[src/card_detect_pkg.sv]
// package for the card presence detect block: settings, timing, states and carriers
// assumes one 10 MHz system clock shared by every file that imports it
package card_detect_pkg;

  localparam int unsigned CLK_HZ = 10_000_000;
  // contact bounce settles within this time
  localparam int unsigned DEBOUNCE_US = 10_000;
  localparam int unsigned DEBOUNCE_CYC = (DEBOUNCE_US * (CLK_HZ / 1_000_000));
  localparam int unsigned CNT_W = 17;

  // values after reset
  localparam logic RST_DETECT_ENABLE = 1'b1;
  localparam logic RST_POLARITY = 1'b1;

  typedef enum logic [2:0] {
    ST_BOOT = 3'b000,
    ST_ABSENT = 3'b001,
    ST_INIT = 3'b011,
    ST_READ = 3'b010,
    ST_REGISTER = 3'b110,
    ST_READY = 3'b111,
    ST_HALTED = 3'b101
  } card_state_t;

  // host setting command: a one-cycle strobe with its value
  typedef struct packed {
    logic valid;
    logic value;
  } setting_cmd_t;

  // requests toward the card and network handlers
  typedef struct packed {
    logic init_req;
    logic read_req;
    logic register_req;
    logic stop_access;
  } card_req_t;

  // answers from those handlers
  typedef struct packed {
    logic init_done;
    logic read_done;
  } card_ack_t;

endpackage : card_detect_pkg

[src/presence_filter.sv]
// two-flop synchroniser plus debounce filter for the card presence pin
// assumes the pin is asynchronous to i_sys_clk
`timescale 1ns/1ps
module presence_filter (
  input wire logic i_sys_clk,
  input wire logic i_rst,
  input wire logic i_pin,
  output logic o_level,
  output logic o_rise,
  output logic o_fall
);
  import card_detect_pkg::*;

  logic meta_q;
  logic sync_q;
  logic level_q;
  logic rise_q;
  logic fall_q;
  logic [CNT_W-1:0] cnt_q;
  logic [CNT_W-1:0] cnt_d;

  localparam logic [CNT_W-1:0] CNT_LAST = CNT_W'(DEBOUNCE_CYC - 1);

  wire differs = (sync_q != level_q);
  wire settled = differs && (cnt_q == CNT_LAST);

  // any return to the held level restarts the wait
  assign cnt_d = differs ? (settled ? '0 : cnt_q + 1'b1) : '0;

  always_ff @(posedge i_sys_clk or posedge i_rst) begin
    if (i_rst) begin
      meta_q <= 1'b0;
      sync_q <= 1'b0;
    end else begin
      meta_q <= i_pin;
      sync_q <= meta_q;
    end
  end

  always_ff @(posedge i_sys_clk or posedge i_rst) begin
    if (i_rst) begin
      level_q <= 1'b0;
      cnt_q <= '0;
      rise_q <= 1'b0;
      fall_q <= 1'b0;
    end else begin
      cnt_q <= cnt_d;
      rise_q <= settled && sync_q;
      fall_q <= settled && !sync_q;
      if (settled) begin
        level_q <= sync_q;
      end
    end
  end

  assign o_level = level_q;
  assign o_rise = rise_q;
  assign o_fall = fall_q;

endmodule : presence_filter

[src/card_presence_detect.sv]
// card presence detection with hot-plug control for a subscriber identity card slot
// assumes host commands arrive as one-cycle strobes on i_sys_clk and that the
// card and network handlers answer with one-cycle done pulses
//
// How it works
// - detection on and card present: initialise card, read it, then request registration.
// - detection on and card absent: treat as removed and stop card reads.
// - detection is on after reset; setting 1 keeps presence following the input.
// - detection off: ignore the input; no new card initialisation begins and a slot in ST_ABSENT halts in ST_HALTED.
// - active level is high after reset; polarity 0 makes low mean inserted.
`timescale 1ns/1ps
module card_presence_detect (
  input wire logic i_sys_clk,
  input wire logic i_rst,
  input wire logic i_card_present_input,
  input wire card_detect_pkg::setting_cmd_t i_hotplug_detect_enable_cmd,
  input wire card_detect_pkg::setting_cmd_t i_presence_polarity_setting,
  input wire card_detect_pkg::card_ack_t i_card_ack,
  output card_detect_pkg::card_req_t o_card_req,
  output logic o_card_inserted,
  output logic o_insert_event,
  output logic o_remove_event,
  output card_detect_pkg::card_state_t o_state
);
  import card_detect_pkg::*;

  ////////////////////////////////////////////////////////////////////////////
  // settings

  logic detect_en_q;
  logic polarity_q;

  always_ff @(posedge i_sys_clk or posedge i_rst) begin
    if (i_rst) begin
      detect_en_q <= RST_DETECT_ENABLE;
      polarity_q <= RST_POLARITY;
    end else begin
      if (i_hotplug_detect_enable_cmd.valid) begin
        detect_en_q <= i_hotplug_detect_enable_cmd.value;
      end
      if (i_presence_polarity_setting.valid) begin
        polarity_q <= i_presence_polarity_setting.value;
      end
    end
  end

  ////////////////////////////////////////////////////////////////////////////
  // pin conditioning

  logic pin_level;
  logic pin_rise;
  logic pin_fall;

  presence_filter u_filter (
    .i_sys_clk(i_sys_clk),
    .i_rst(i_rst),
    .i_pin(i_card_present_input),
    .o_level(pin_level),
    .o_rise(pin_rise),
    .o_fall(pin_fall)
  );

  // polarity applied after the filter so a polarity change acts at once
  wire present = polarity_q ? pin_level : !pin_level;

  ////////////////////////////////////////////////////////////////////////////
  // sequencer

  card_state_t state_q;
  card_state_t state_d;
  logic boot_done_q;
  logic present_q;

  // filter pulses only mark a settled change; the state machine itself
  // works from the level so a polarity flip is seen as insert or removal
  wire pin_change = pin_rise || pin_fall;
  wire hotplug = detect_en_q;
  wire removed = hotplug && !present;
  wire inserted = hotplug && present;

  always_comb begin
    state_d = state_q;
    unique case (state_q)
      ST_BOOT: begin
        // with detection off the one start-up read ignores the pin
        if (!hotplug || present) begin
          state_d = ST_INIT;
        end else begin
          state_d = ST_ABSENT;
        end
      end
      ST_ABSENT: begin
        if (inserted) begin
          state_d = ST_INIT;
        end
      end
      ST_INIT: begin
        if (removed) begin
          state_d = ST_ABSENT;
        end else if (i_card_ack.init_done) begin
          state_d = ST_READ;
        end
      end
      ST_READ: begin
        if (removed) begin
          state_d = ST_ABSENT;
        end else if (i_card_ack.read_done) begin
          state_d = ST_REGISTER;
        end
      end
      ST_REGISTER: begin
        state_d = removed ? ST_ABSENT : ST_READY;
      end
      ST_READY: begin
        if (removed) begin
          state_d = ST_ABSENT;
        end
      end
      ST_HALTED: begin
        // detection off after the start-up attempt: nothing further happens
        if (hotplug) begin
          state_d = present ? ST_INIT : ST_ABSENT;
        end
      end
      default: begin
        state_d = ST_ABSENT;
      end
    endcase
    // disabling detection while idle and unread freezes the slot
    if (!hotplug && boot_done_q && (state_q == ST_ABSENT)) begin
      state_d = ST_HALTED;
    end
  end

  always_ff @(posedge i_sys_clk or posedge i_rst) begin
    if (i_rst) begin
      state_q <= ST_BOOT;
      boot_done_q <= 1'b0;
      present_q <= 1'b0;
    end else begin
      state_q <= state_d;
      boot_done_q <= 1'b1;
      present_q <= present;
    end
  end

  ////////////////////////////////////////////////////////////////////////////
  // outputs, all registered

  card_req_t req_q;
  logic inserted_q;
  logic ins_ev_q;
  logic rem_ev_q;

  wire enter_init = (state_d == ST_INIT) && (state_q != ST_INIT);
  wire enter_read = (state_d == ST_READ) && (state_q != ST_READ);
  wire enter_reg = (state_d == ST_REGISTER);
  // events only while detection is on; one per change of the polarity-applied level
  wire ins_ev = hotplug && present && !present_q && boot_done_q;
  wire rem_ev = hotplug && !present && present_q && boot_done_q;
  wire access_off = (state_d == ST_ABSENT) || (state_d == ST_HALTED);

  always_ff @(posedge i_sys_clk or posedge i_rst) begin
    if (i_rst) begin
      req_q <= '0;
      inserted_q <= 1'b0;
      ins_ev_q <= 1'b0;
      rem_ev_q <= 1'b0;
    end else begin
      req_q.init_req <= enter_init;
      req_q.read_req <= enter_read && !removed;
      req_q.register_req <= enter_reg;
      req_q.stop_access <= access_off;
      inserted_q <= (state_d != ST_ABSENT) && (state_d != ST_HALTED)
        && (state_d != ST_BOOT);
      ins_ev_q <= ins_ev || (hotplug && pin_change && present && !present_q);
      rem_ev_q <= rem_ev;
    end
  end

  assign o_card_req = req_q;
  assign o_card_inserted = inserted_q;
  assign o_insert_event = ins_ev_q;
  assign o_remove_event = rem_ev_q;
  assign o_state = state_q;

endmodule : card_presence_detect

[config.mk]
export PLATFORM = sky130hd
export DESIGN_NAME = card_presence_detect
export DESIGN_NICKNAME = d
export VERILOG_FILES = /design/src/card_detect_pkg.sv /design/src/presence_filter.sv /design/src/card_presence_detect.sv
export SDC_FILE = /design/constraint.sdc
export NUM_CORES = 1
export LEC_CHECK = 0
export BUFFER_PORTS_ARGS = -buffer_cell sky130_fd_sc_hd__buf_2
export CORE_MARGIN = 4
export CORE_UTILIZATION = 23
export CTS_CLUSTER_DIAMETER = 80
export CTS_CLUSTER_SIZE = 25
export DETAILED_ROUTE_END_ITERATION = 8
export PLACE_DENSITY = 0.41
export RECOVER_POWER = 50
export SLEW_MARGIN = 20
export SYNTH_ARGS = -nofsm -noshare
export SYNTH_HDL_FRONTEND = slang
export SYNTH_SLANG_ARGS = --single-unit
[constraint.sdc]
create_clock -name i_sys_clk -period 4.2 [get_ports i_sys_clk]
set_input_delay 0.63 -clock i_sys_clk [delete_from_list [all_inputs] [get_ports i_sys_clk]]
set_output_delay 0.63 -clock i_sys_clk [all_outputs]
set_load 0.05 [all_outputs]
== Word level (Yosys, flattened, before mapping) ==
Index checks and enable logic that the tools add are counted.
Cells by class
  $add $sub $neg: 1
  muxes and demuxes: 15
  reduce and logical (&&, ||, !) cells: 31
  $mul: 0
  equal/unequal tests: 17
  magnitude comparators: 0
  bitwise logic cells: 0
  shift operators: 0
  div/mod/pow operators: 0
Operator list (number)
  2-to-1 mux 17 bit: 2
  2-to-1 mux 3 bit: 9
  one-hot mux 3 bit (7 select lines): 1
  logical AND 1 bit: 19
  adder 17 x 1 -> 17 bit (second input constant): 1
  == test 17 bit (second input constant): 1
  == test 3 bit (second input constant): 5
  == test 3 x 2 -> 1 bit (second input constant): 4
  == test 3 x 1 -> 1 bit (second input constant): 2
  zero test 1 bit: 6
  != test 3 x 2 -> 1 bit (second input constant): 2
  logical OR 1 bit: 4
  2-to-1 mux 2 bit: 2
  zero test 3 bit: 1
  != test 3 x 1 -> 1 bit (second input constant): 1
  != test 3 bit (second input constant): 1
  nonzero test 3 bit: 1
  2-to-1 mux 1 bit: 1
  != test 1 bit: 1
Storage, ports and cells
  ROM bits: 0
  register bits: 36
  memories kept: 0
  logic and storage cells: 82
  output and inout bits: 10
  bits in latches: 0
  memory bits (writable): 0

== Depth between registers and ports, before layout ==
Gate-level depths: netlist of the first run.
  depth after elaboration: 10
  gate-level depth with buffers: 7

== Cells and area by module ==
A second synthesis of the first run with hierarchy kept.
Second synthesis, totals
  cells, all modules: 140
  area, all modules: 1557.7 µm²
Modules (own cells, without submodules)
  presence_filter: sequential area each 550.5 µm², times used 1, cells an instance 96, area an instance 1012.2 µm²
  card_presence_detect: sequential area each 352.8 µm², times used 1, cells an instance 44, area an instance 545.5 µm²

== Least setup slack after synthesis of the first run ==
OpenSTA, ideal clock, no wires.
  kind: register -> register
  start point: register u_filter.cnt_q[0]
  end point: register u_filter.level_q (netlist: u_filter.o_level)
  arrival: 1.404 ns
  library setup time: 0.125 ns
  cell stages (with the launch flop): 6
  slack: 2.671 ns
  cell sequence: dfrtp_1 ha_1 and4_1 buf_2 nand4_2 mux2_2
Between the ends
  longest elaborated chain between the ends: 2
Ends and longest elaborated chain
  start, declared: RTL line presence_filter.sv:19  | logic [CNT_W-1:0] cnt_q;
  start signal, assigned: RTL line presence_filter.sv:47  | cnt_q <= cnt_d;
  == test 17 bit: RTL line presence_filter.sv:25  | wire settled = differs && (cnt_q == CNT_LAST);
  logical AND 1 bit: RTL line presence_filter.sv:25
  end signal, assigned: RTL line presence_filter.sv:51  | level_q <= sync_q;
  end, declared: RTL line presence_filter.sv:16  | logic level_q;
Every way passes these cells.
A chain may end at the register's enable or synchronous reset.

==> results of run 1 <==
-- flip-flops by register name, summed over array words and instances, names as in the netlist --
name / count
boot_done_q: 1
detect_en_q: 1
o_card_inserted: 1
o_card_req: 4
o_insert_event: 1
o_remove_event: 1
o_state: 3
polarity_q: 1
present_q: 1
u_filter.cnt_q: 17
u_filter.meta_q: 1
u_filter.o_fall: 1
u_filter.o_level: 1
u_filter.o_rise: 1
u_filter.sync_q: 1
-- power groups by stage --
stage / combinational [mW] / sequential, mW / clock [mW]
floorplan: 0.0464 / 0.475 / 0
global placement: 0.161 / 0.400 / 0
detailed placement: 0.163 / 0.401 / 0
CTS: 0.163 / 0.395 / 0.260
global route: 0.174 / 0.399 / 0.272
finish: 0.160 / 0.394 / 0.247
-- cells in the mapped netlist, types with 2 or more instances --
library cell	instances	area, sq um
or4_1	2	15.0
o21a_1	2	15.0
mux2_2	2	22.5
a21oi_1	5	25.0
nand2_1	6	22.5
nor4bb_1	2	20.0
o31ai_1	2	15.0
nor2_1	17	63.8
and3_1	6	37.5
inv_1	6	22.5
xor2_1	9	78.8
dfrtp_1	34	851
nor3b_1	2	15.0
dfstp_2	2	52.6
o21ai_0	4	20.0
nand4_1	4	25.0
nor3_1	3	15.0
xnor2_1	5	43.8
nand3_1	7	35.0
-- routing by layer --
layer	up-vias	track usage (%)
met5	-	0
met4	0	2.84
met3	4	3.13
met2	20	13.1
met1	496	10.2
li1	513	-
-- cell families after synthesis --
family / Yosys count
fa+ha+maj: 1
xor+xnor: 14
buf+inv: 8
other cells: 1
mux: 3
simple gates: 58
compound gates: 14
flops: 36
-- worst max-delay path by stage --
stage / start / endpoint / cells past startpoint
after floorplan: u_filter.cnt_q[0]$_DFF_PP0_ / u_filter.o_level$_DFFE_PP0P_ / 5
after global placement: u_filter.cnt_q[0]$_DFF_PP0_ / u_filter.cnt_q[4]$_DFF_PP0_ / 5
after detailed placement: u_filter.cnt_q[0]$_DFF_PP0_ / u_filter.cnt_q[8]$_DFF_PP0_ / 5
after CTS: u_filter.cnt_q[0]$_DFF_PP0_ / u_filter.cnt_q[8]$_DFF_PP0_ / 5
after global routing: i_rst / u_filter.cnt_q[11]$_DFF_PP0_ / 3
final: i_rst / u_filter.cnt_q[11]$_DFF_PP0_ / 3
-- stage by stage --
stage               instance area, sq um  power [mW]
finish                              1790       0.801
floorplan                           1520       0.521
detailed placement                  1700       0.563
CTS                                 1790       0.818
global route                        1790       0.845
global placement                    1700       0.561
-- final cells by class --
type	count	area (sq um)	area share, %
Clock buffer	6	82.6	4.62
Clock inverter	2	10.0	0.559
Inverter	6	22.5	1.26
Multi-Input combinational cell	91	581	32.4
Sequential cell	36	903	50.5
Tap cell	77	96.3	5.38
Timing Repair Buffer	19	93.8	5.24
==> impl_results.md, run 1 <==
* Outcome: complete, but fails checks
* Failing checks: max-capacitance violations, max-slew violations
* Achievable Freq at 473 MHz
* Ports at 19
* Dpl cells at 229
* Fillers at 670
* Yosys warns at 0
* Fin cells at 237
* Min Tclk post-route at 2.11 ns
* Clock power share at 30.8%
* Final #Nets at 169
* GRT Util Overall at 8.19%
* Count of final max-slew check failures at 37
* Worst-Skew Late Latency at 0.28 ns
* Ys flop type: dfrtp_1
* DRC violations left at 0
* CP startpoint kind: input port
* Worst EP arrival at 2.13 ns
* Hold path startpoint: u_filter.meta_q$_DFF_PP0_
* Setup violations, final at 0
* # hold bufs at CTS at 0
* CTS sink cnt at 36
* Worst-Margin Slew at 1.89 ns
* Number of diodes at 0
* Flop pwr share at 49.2%
* Clock Skew at 0.00474 ns
* Xor/xnor share of the synthesized area at 8.07%
* Gpl congestion at 0.721
* Hold endpoint: u_filter.sync_q$_DFF_PP0_
* CP Class: input port to asynchronous set/reset pin
* H-Tree Depth at 2
* WL/cell at 11.8 microns
* TritonCTS clock tree: yes
* Main combinational cell family by area after synthesis: simple AND/OR/NAND/NOR gates
* Max FO, Critical Path at 36
* Most frequent cells in the layout: dfrtp_1, buf_2, nor2_1
* Worst Path Required at 4.22 ns
* Slowest cell on crit path: clkbuf_1
* Commonest non-fill, non-tap cell in the layout: dfrtp_1
* Distinct cells, synth at 34
* Sequential share of the synthesized area at 59.5%
* DIE HEIGHT at 89.3 microns
* Sw Ratio at 32.0%
* Avg Cell Area, Syn at 11.3 sq um
* Port Buffers at 18
* Compound-Gate Fraction of Synth Area at 5.52%
* Ys async rst share at 100%
* Psw at 257 uW
* Hold WS at 0.349 ns
* Worst hold path depth at 0
* Gr ovfl total at 0
* Layout Area Growth over Synthesis at 17.8%
* Drt first-iter violations at 18
* Vias per cell at 4.36
* Slew HR at -26.2%
* Syn_nets at 145
* HP Class: register to register
* DRT Pass-1 Iters at 4
* Overall die area at 7970 sq um
* Root Buffer: clkbuf_8
* Initial antenna violation count at 0
* CORE AREA at 6390 sq um
* Setup WS pre-CTS at 2.47 ns
* Met3 wire len at 181 microns
* PwrDens at 448 nW/um^2
* Mux contribution to synthesized area at 2.14%
* Max Used Layer: met4
* Post-CTS Repair Setup Buffers at 0
* Leak at 0.822 nW
* Largest net degree at the start of global routing at 37
* Final wirelength at 2790 microns
* Reg2Reg Depth at 5
* Inserted Clock Buffers at 5
* Cells after Synth at 135
* R2r setup slk at 2.48 ns
* Layout cells sized above 1 at 20.6%
* Max IR drop VDD at 0.000311 V
* DIE WIDTH at 89.3 microns
* #FFs+latches synth at 36
* Buf+Inv Stages, Crit Path at 3
* Crit-path cells: buf_2 -> inv_1 -> clkbuf_1
* Final ANT Viol Nets at 0
* Global-route wire length before repair at 4970 microns
* # rows at 29
* Worst reg2reg path endpoint: u_filter.cnt_q[15]$_DFF_PP0_
* Fin crit share at 50.3%
* Vias in the first global route at 1091
* Comb pwr share at 20.0%
* Vias at 1033
* Unrepaired setup endpoints after global routing: false
* R2r startpoint: u_filter.cnt_q[0]$_DFF_PP0_
* CP peak stage delay at 1.35 ns
* Clk slew on worst S/H paths at 0.07 ns
* Adder-cell share of the synthesized area at 0.824%
* Final hold vios at 0
* EDFF count, synth at 0
* Post-DP HPWL at 1990 microns
* Simple-Gate Fraction of Synth Area at 21.4%
* Final core occ at 28.0%
* Setup TNS at 0 ns
* Max-cap violation count at 1
* Post-CTS Resized at 0
* Setup crit end kind: asynchronous set/reset pin
* Post-Syn Area at 1520 sq um
* Setup slack after layout at 2.09 ns
* Internal Power at 545 uW
* Initial Util at 23.8%
* Cell family with most CP delay: buffers and inverters
* Met2 wire len at 1270 microns
* Clk buf depth at 2
* M1 WL at 1310 microns
Power figures use the tool's default switching activity.
==> inputs of run 2 (changes only) <==
PLACE_DENSITY = 0.42   (was 0.41)
clock period = 1.8 ns   (was 4.2 ns; I/O delays follow)
==> run 2 against run 1 <==
The flow now finishes without violations. Via count increased by 1.8%. Setup slack got worse by 1.9 ns. Final cell count increased by 0.42%. Power increased by 150%. Critical path type is now register to register. Largest cell class unchanged.
==> impl_results.md, run 2 (synthesized netlist as in run 1, its figures left out) <==
* Setup crit end kind: register
* R2r startpoint: u_filter.cnt_q[0]$_DFF_PP0_
* Initial antenna violation count at 0
* Post-DP HPWL at 2040 microns
* Inserted Clock Buffers at 5
* Final #Nets at 170
* # hold bufs at CTS at 0
* Outcome: finished, final reports clean
* Vias in the first global route at 1118
* H-Tree Depth at 2
* Hold endpoint: u_filter.meta_q$_DFF_PP0_
* Clk buf depth at 2
* CP Class: register to register
* DRT Pass-1 Iters at 4
* Met3 wire len at 228 microns
* Leak at 0.835 nW
* Drt first-iter violations at 44
* Initial Util at 23.8%
* Final wirelength at 2850 microns
* Worst EP arrival at 1.76 ns
* CTS sink cnt at 36
* Fin crit share at 88.7%
* Clock Skew at 0.00787 ns
* Final ANT Viol Nets at 0
* Overall die area at 7970 sq um
* Buf+Inv Stages, Crit Path at 0
* Max IR drop VDD at 0.000603 V
* Achievable Freq at 626 MHz
* Min Tclk post-route at 1.60 ns
* Slowest cell on crit path: dfrtp_1
* Dpl cells at 230
* Largest net degree at the start of global routing at 37
* Slew HR at 41.5%
* Number of diodes at 0
* Most frequent cells in the layout: dfrtp_1, buf_2, nor2_1
* Ports at 19
* Unrepaired setup endpoints after global routing: false
* DRC violations left at 0
* Fin cells at 238
* Worst hold path depth at 1
* Gr ovfl total at 0
* DIE WIDTH at 89.3 microns
* Root Buffer: clkbuf_8
* Final hold vios at 0
* Worst Path Required at 1.96 ns
* PwrDens at 1090 nW/um^2
* Placed Area at 1710 sq um
* Setup violations, final at 0
* Worst-Margin Slew at 0.878 ns
* Reg2Reg Depth at 5
* Largest register FFs at 17
* Hold path startpoint: i_card_present_input
* Worst-Skew Late Latency at 0.28 ns
* R2r setup slk at 0.20 ns
* CP startpoint kind: register
* Layout Area Growth over Synthesis at 20.0%
* Port Buffers at 18
* Setup slack after layout at 0.203 ns
* TritonCTS clock tree: yes
* M1 WL at 1300 microns
* Setup WS pre-CTS at 0.0556 ns
* Vias per cell at 4.42
* Gpl congestion at 0.781
* GRT Util Overall at 8.48%
* HP Class: input port to register
* Max Used Layer: met4
* Commonest non-fill, non-tap cell in the layout: dfrtp_1
* Vias at 1052
* # rows at 29
* Global-route wire length before repair at 5050 microns
* Clk slew on worst S/H paths at 0.07 ns
* Worst reg2reg path endpoint: u_filter.cnt_q[12]$_DFF_PP0_
* CP peak stage delay at 0.40 ns
* Setup TNS at 0 ns
* Crit-path cells: ha_1 -> and4_2 -> nand4_2 -> nand2_4 -> nor2_1
* CORE AREA at 6390 sq um
* Final core occ at 28.5%
* Max-cap violation count at 0
* Max FO, Critical Path at 16
* DIE HEIGHT at 89.3 microns
* Register with the most flip-flops: u_filter.cnt_q
* Met2 wire len at 1290 microns
* Design Area, Final at 1820 sq um
* Layout cells sized above 1 at 22.4%
* Cell family with most CP delay: simple AND/OR/NAND/NOR gates
* WL/cell at 12.0 microns
* Count of final max-slew check failures at 0
[run 2: cell types whose count changed in the layout (fill, tap and decap cells not counted), sizes merged]
cell	change
clkinvlp	+1
clkinv	-1
buf	+1
bufinv	+1
clkbuf	-1
[run 2: how the worst max path moves through the flow]
stage / startpoint / end / slack [ns] / cells past startpoint
global placement: u_filter.cnt_q[0]$_DFF_PP0_ / u_filter.cnt_q[4]$_DFF_PP0_ / 0.15 / 5
finish: u_filter.cnt_q[0]$_DFF_PP0_ / u_filter.cnt_q[12]$_DFF_PP0_ / 0.20 / 5
global route: u_filter.cnt_q[5]$_DFF_PP0_ / u_filter.cnt_q[8]$_DFF_PP0_ / 0.05 / 4
floorplan: u_filter.cnt_q[0]$_DFF_PP0_ / u_filter.o_level$_DFFE_PP0P_ / 0.27 / 5
CTS: u_filter.cnt_q[0]$_DFF_PP0_ / u_filter.cnt_q[8]$_DFF_PP0_ / 0.05 / 5
detailed placement: u_filter.cnt_q[0]$_DFF_PP0_ / u_filter.cnt_q[12]$_DFF_PP0_ / 0.06 / 5
[run 2: layout make-up]
| class | count | area [sq um] |
|---|---|---|
| Clock buffer | 5 | 68.8 |
| Inverter | 6 | 22.5 |
| Multi-Input combinational cell | 91 | 587 |
| Fill cell | 677 | 4560 |
| Clock inverter | 3 | 42.5 |
| Timing Repair Buffer | 20 | 103 |
| Sequential cell | 36 | 903 |
| Tap cell | 77 | 96.3 |
[run 2: stage by stage]
stage | power, mW | hold slack, ns
final | 1.99 | 0.0919
after global routing | 2.11 | 0.0733
after CTS | 2.03 | 0.0773
after detailed placement | 1.32 | 0.347
after global placement | 1.31 | 0.336
after floorplan | 1.22 | 0.301
[run 2: what timing repair did]
item / in CTS / in global routing
setup buffers: 0 / 0
setup endpoints to repair: 0 / 16
gates resized for setup: 0 / 2
[run 2: metal layers]
| layer | vias up | global-route usage [%] |
|---|---|---|
| met1 | 509 | 9.97 |
| met2 | 23 | 13.9 |
| li1 | 518 | - |
| met5 | - | 0 |
| met3 | 2 | 3.41 |
| met4 | 0 | 3.25 |
[run 2: where the power goes]
part	switching (mW)	internal, mW	leakage [nW]	total [mW]
combinational	0.285	0.0911	0.312	0.376
sequential	0.0444	0.876	0.468	0.920
clock	0.282	0.410	0.0541	0.691
total	0.611	1.38	0.835	1.99
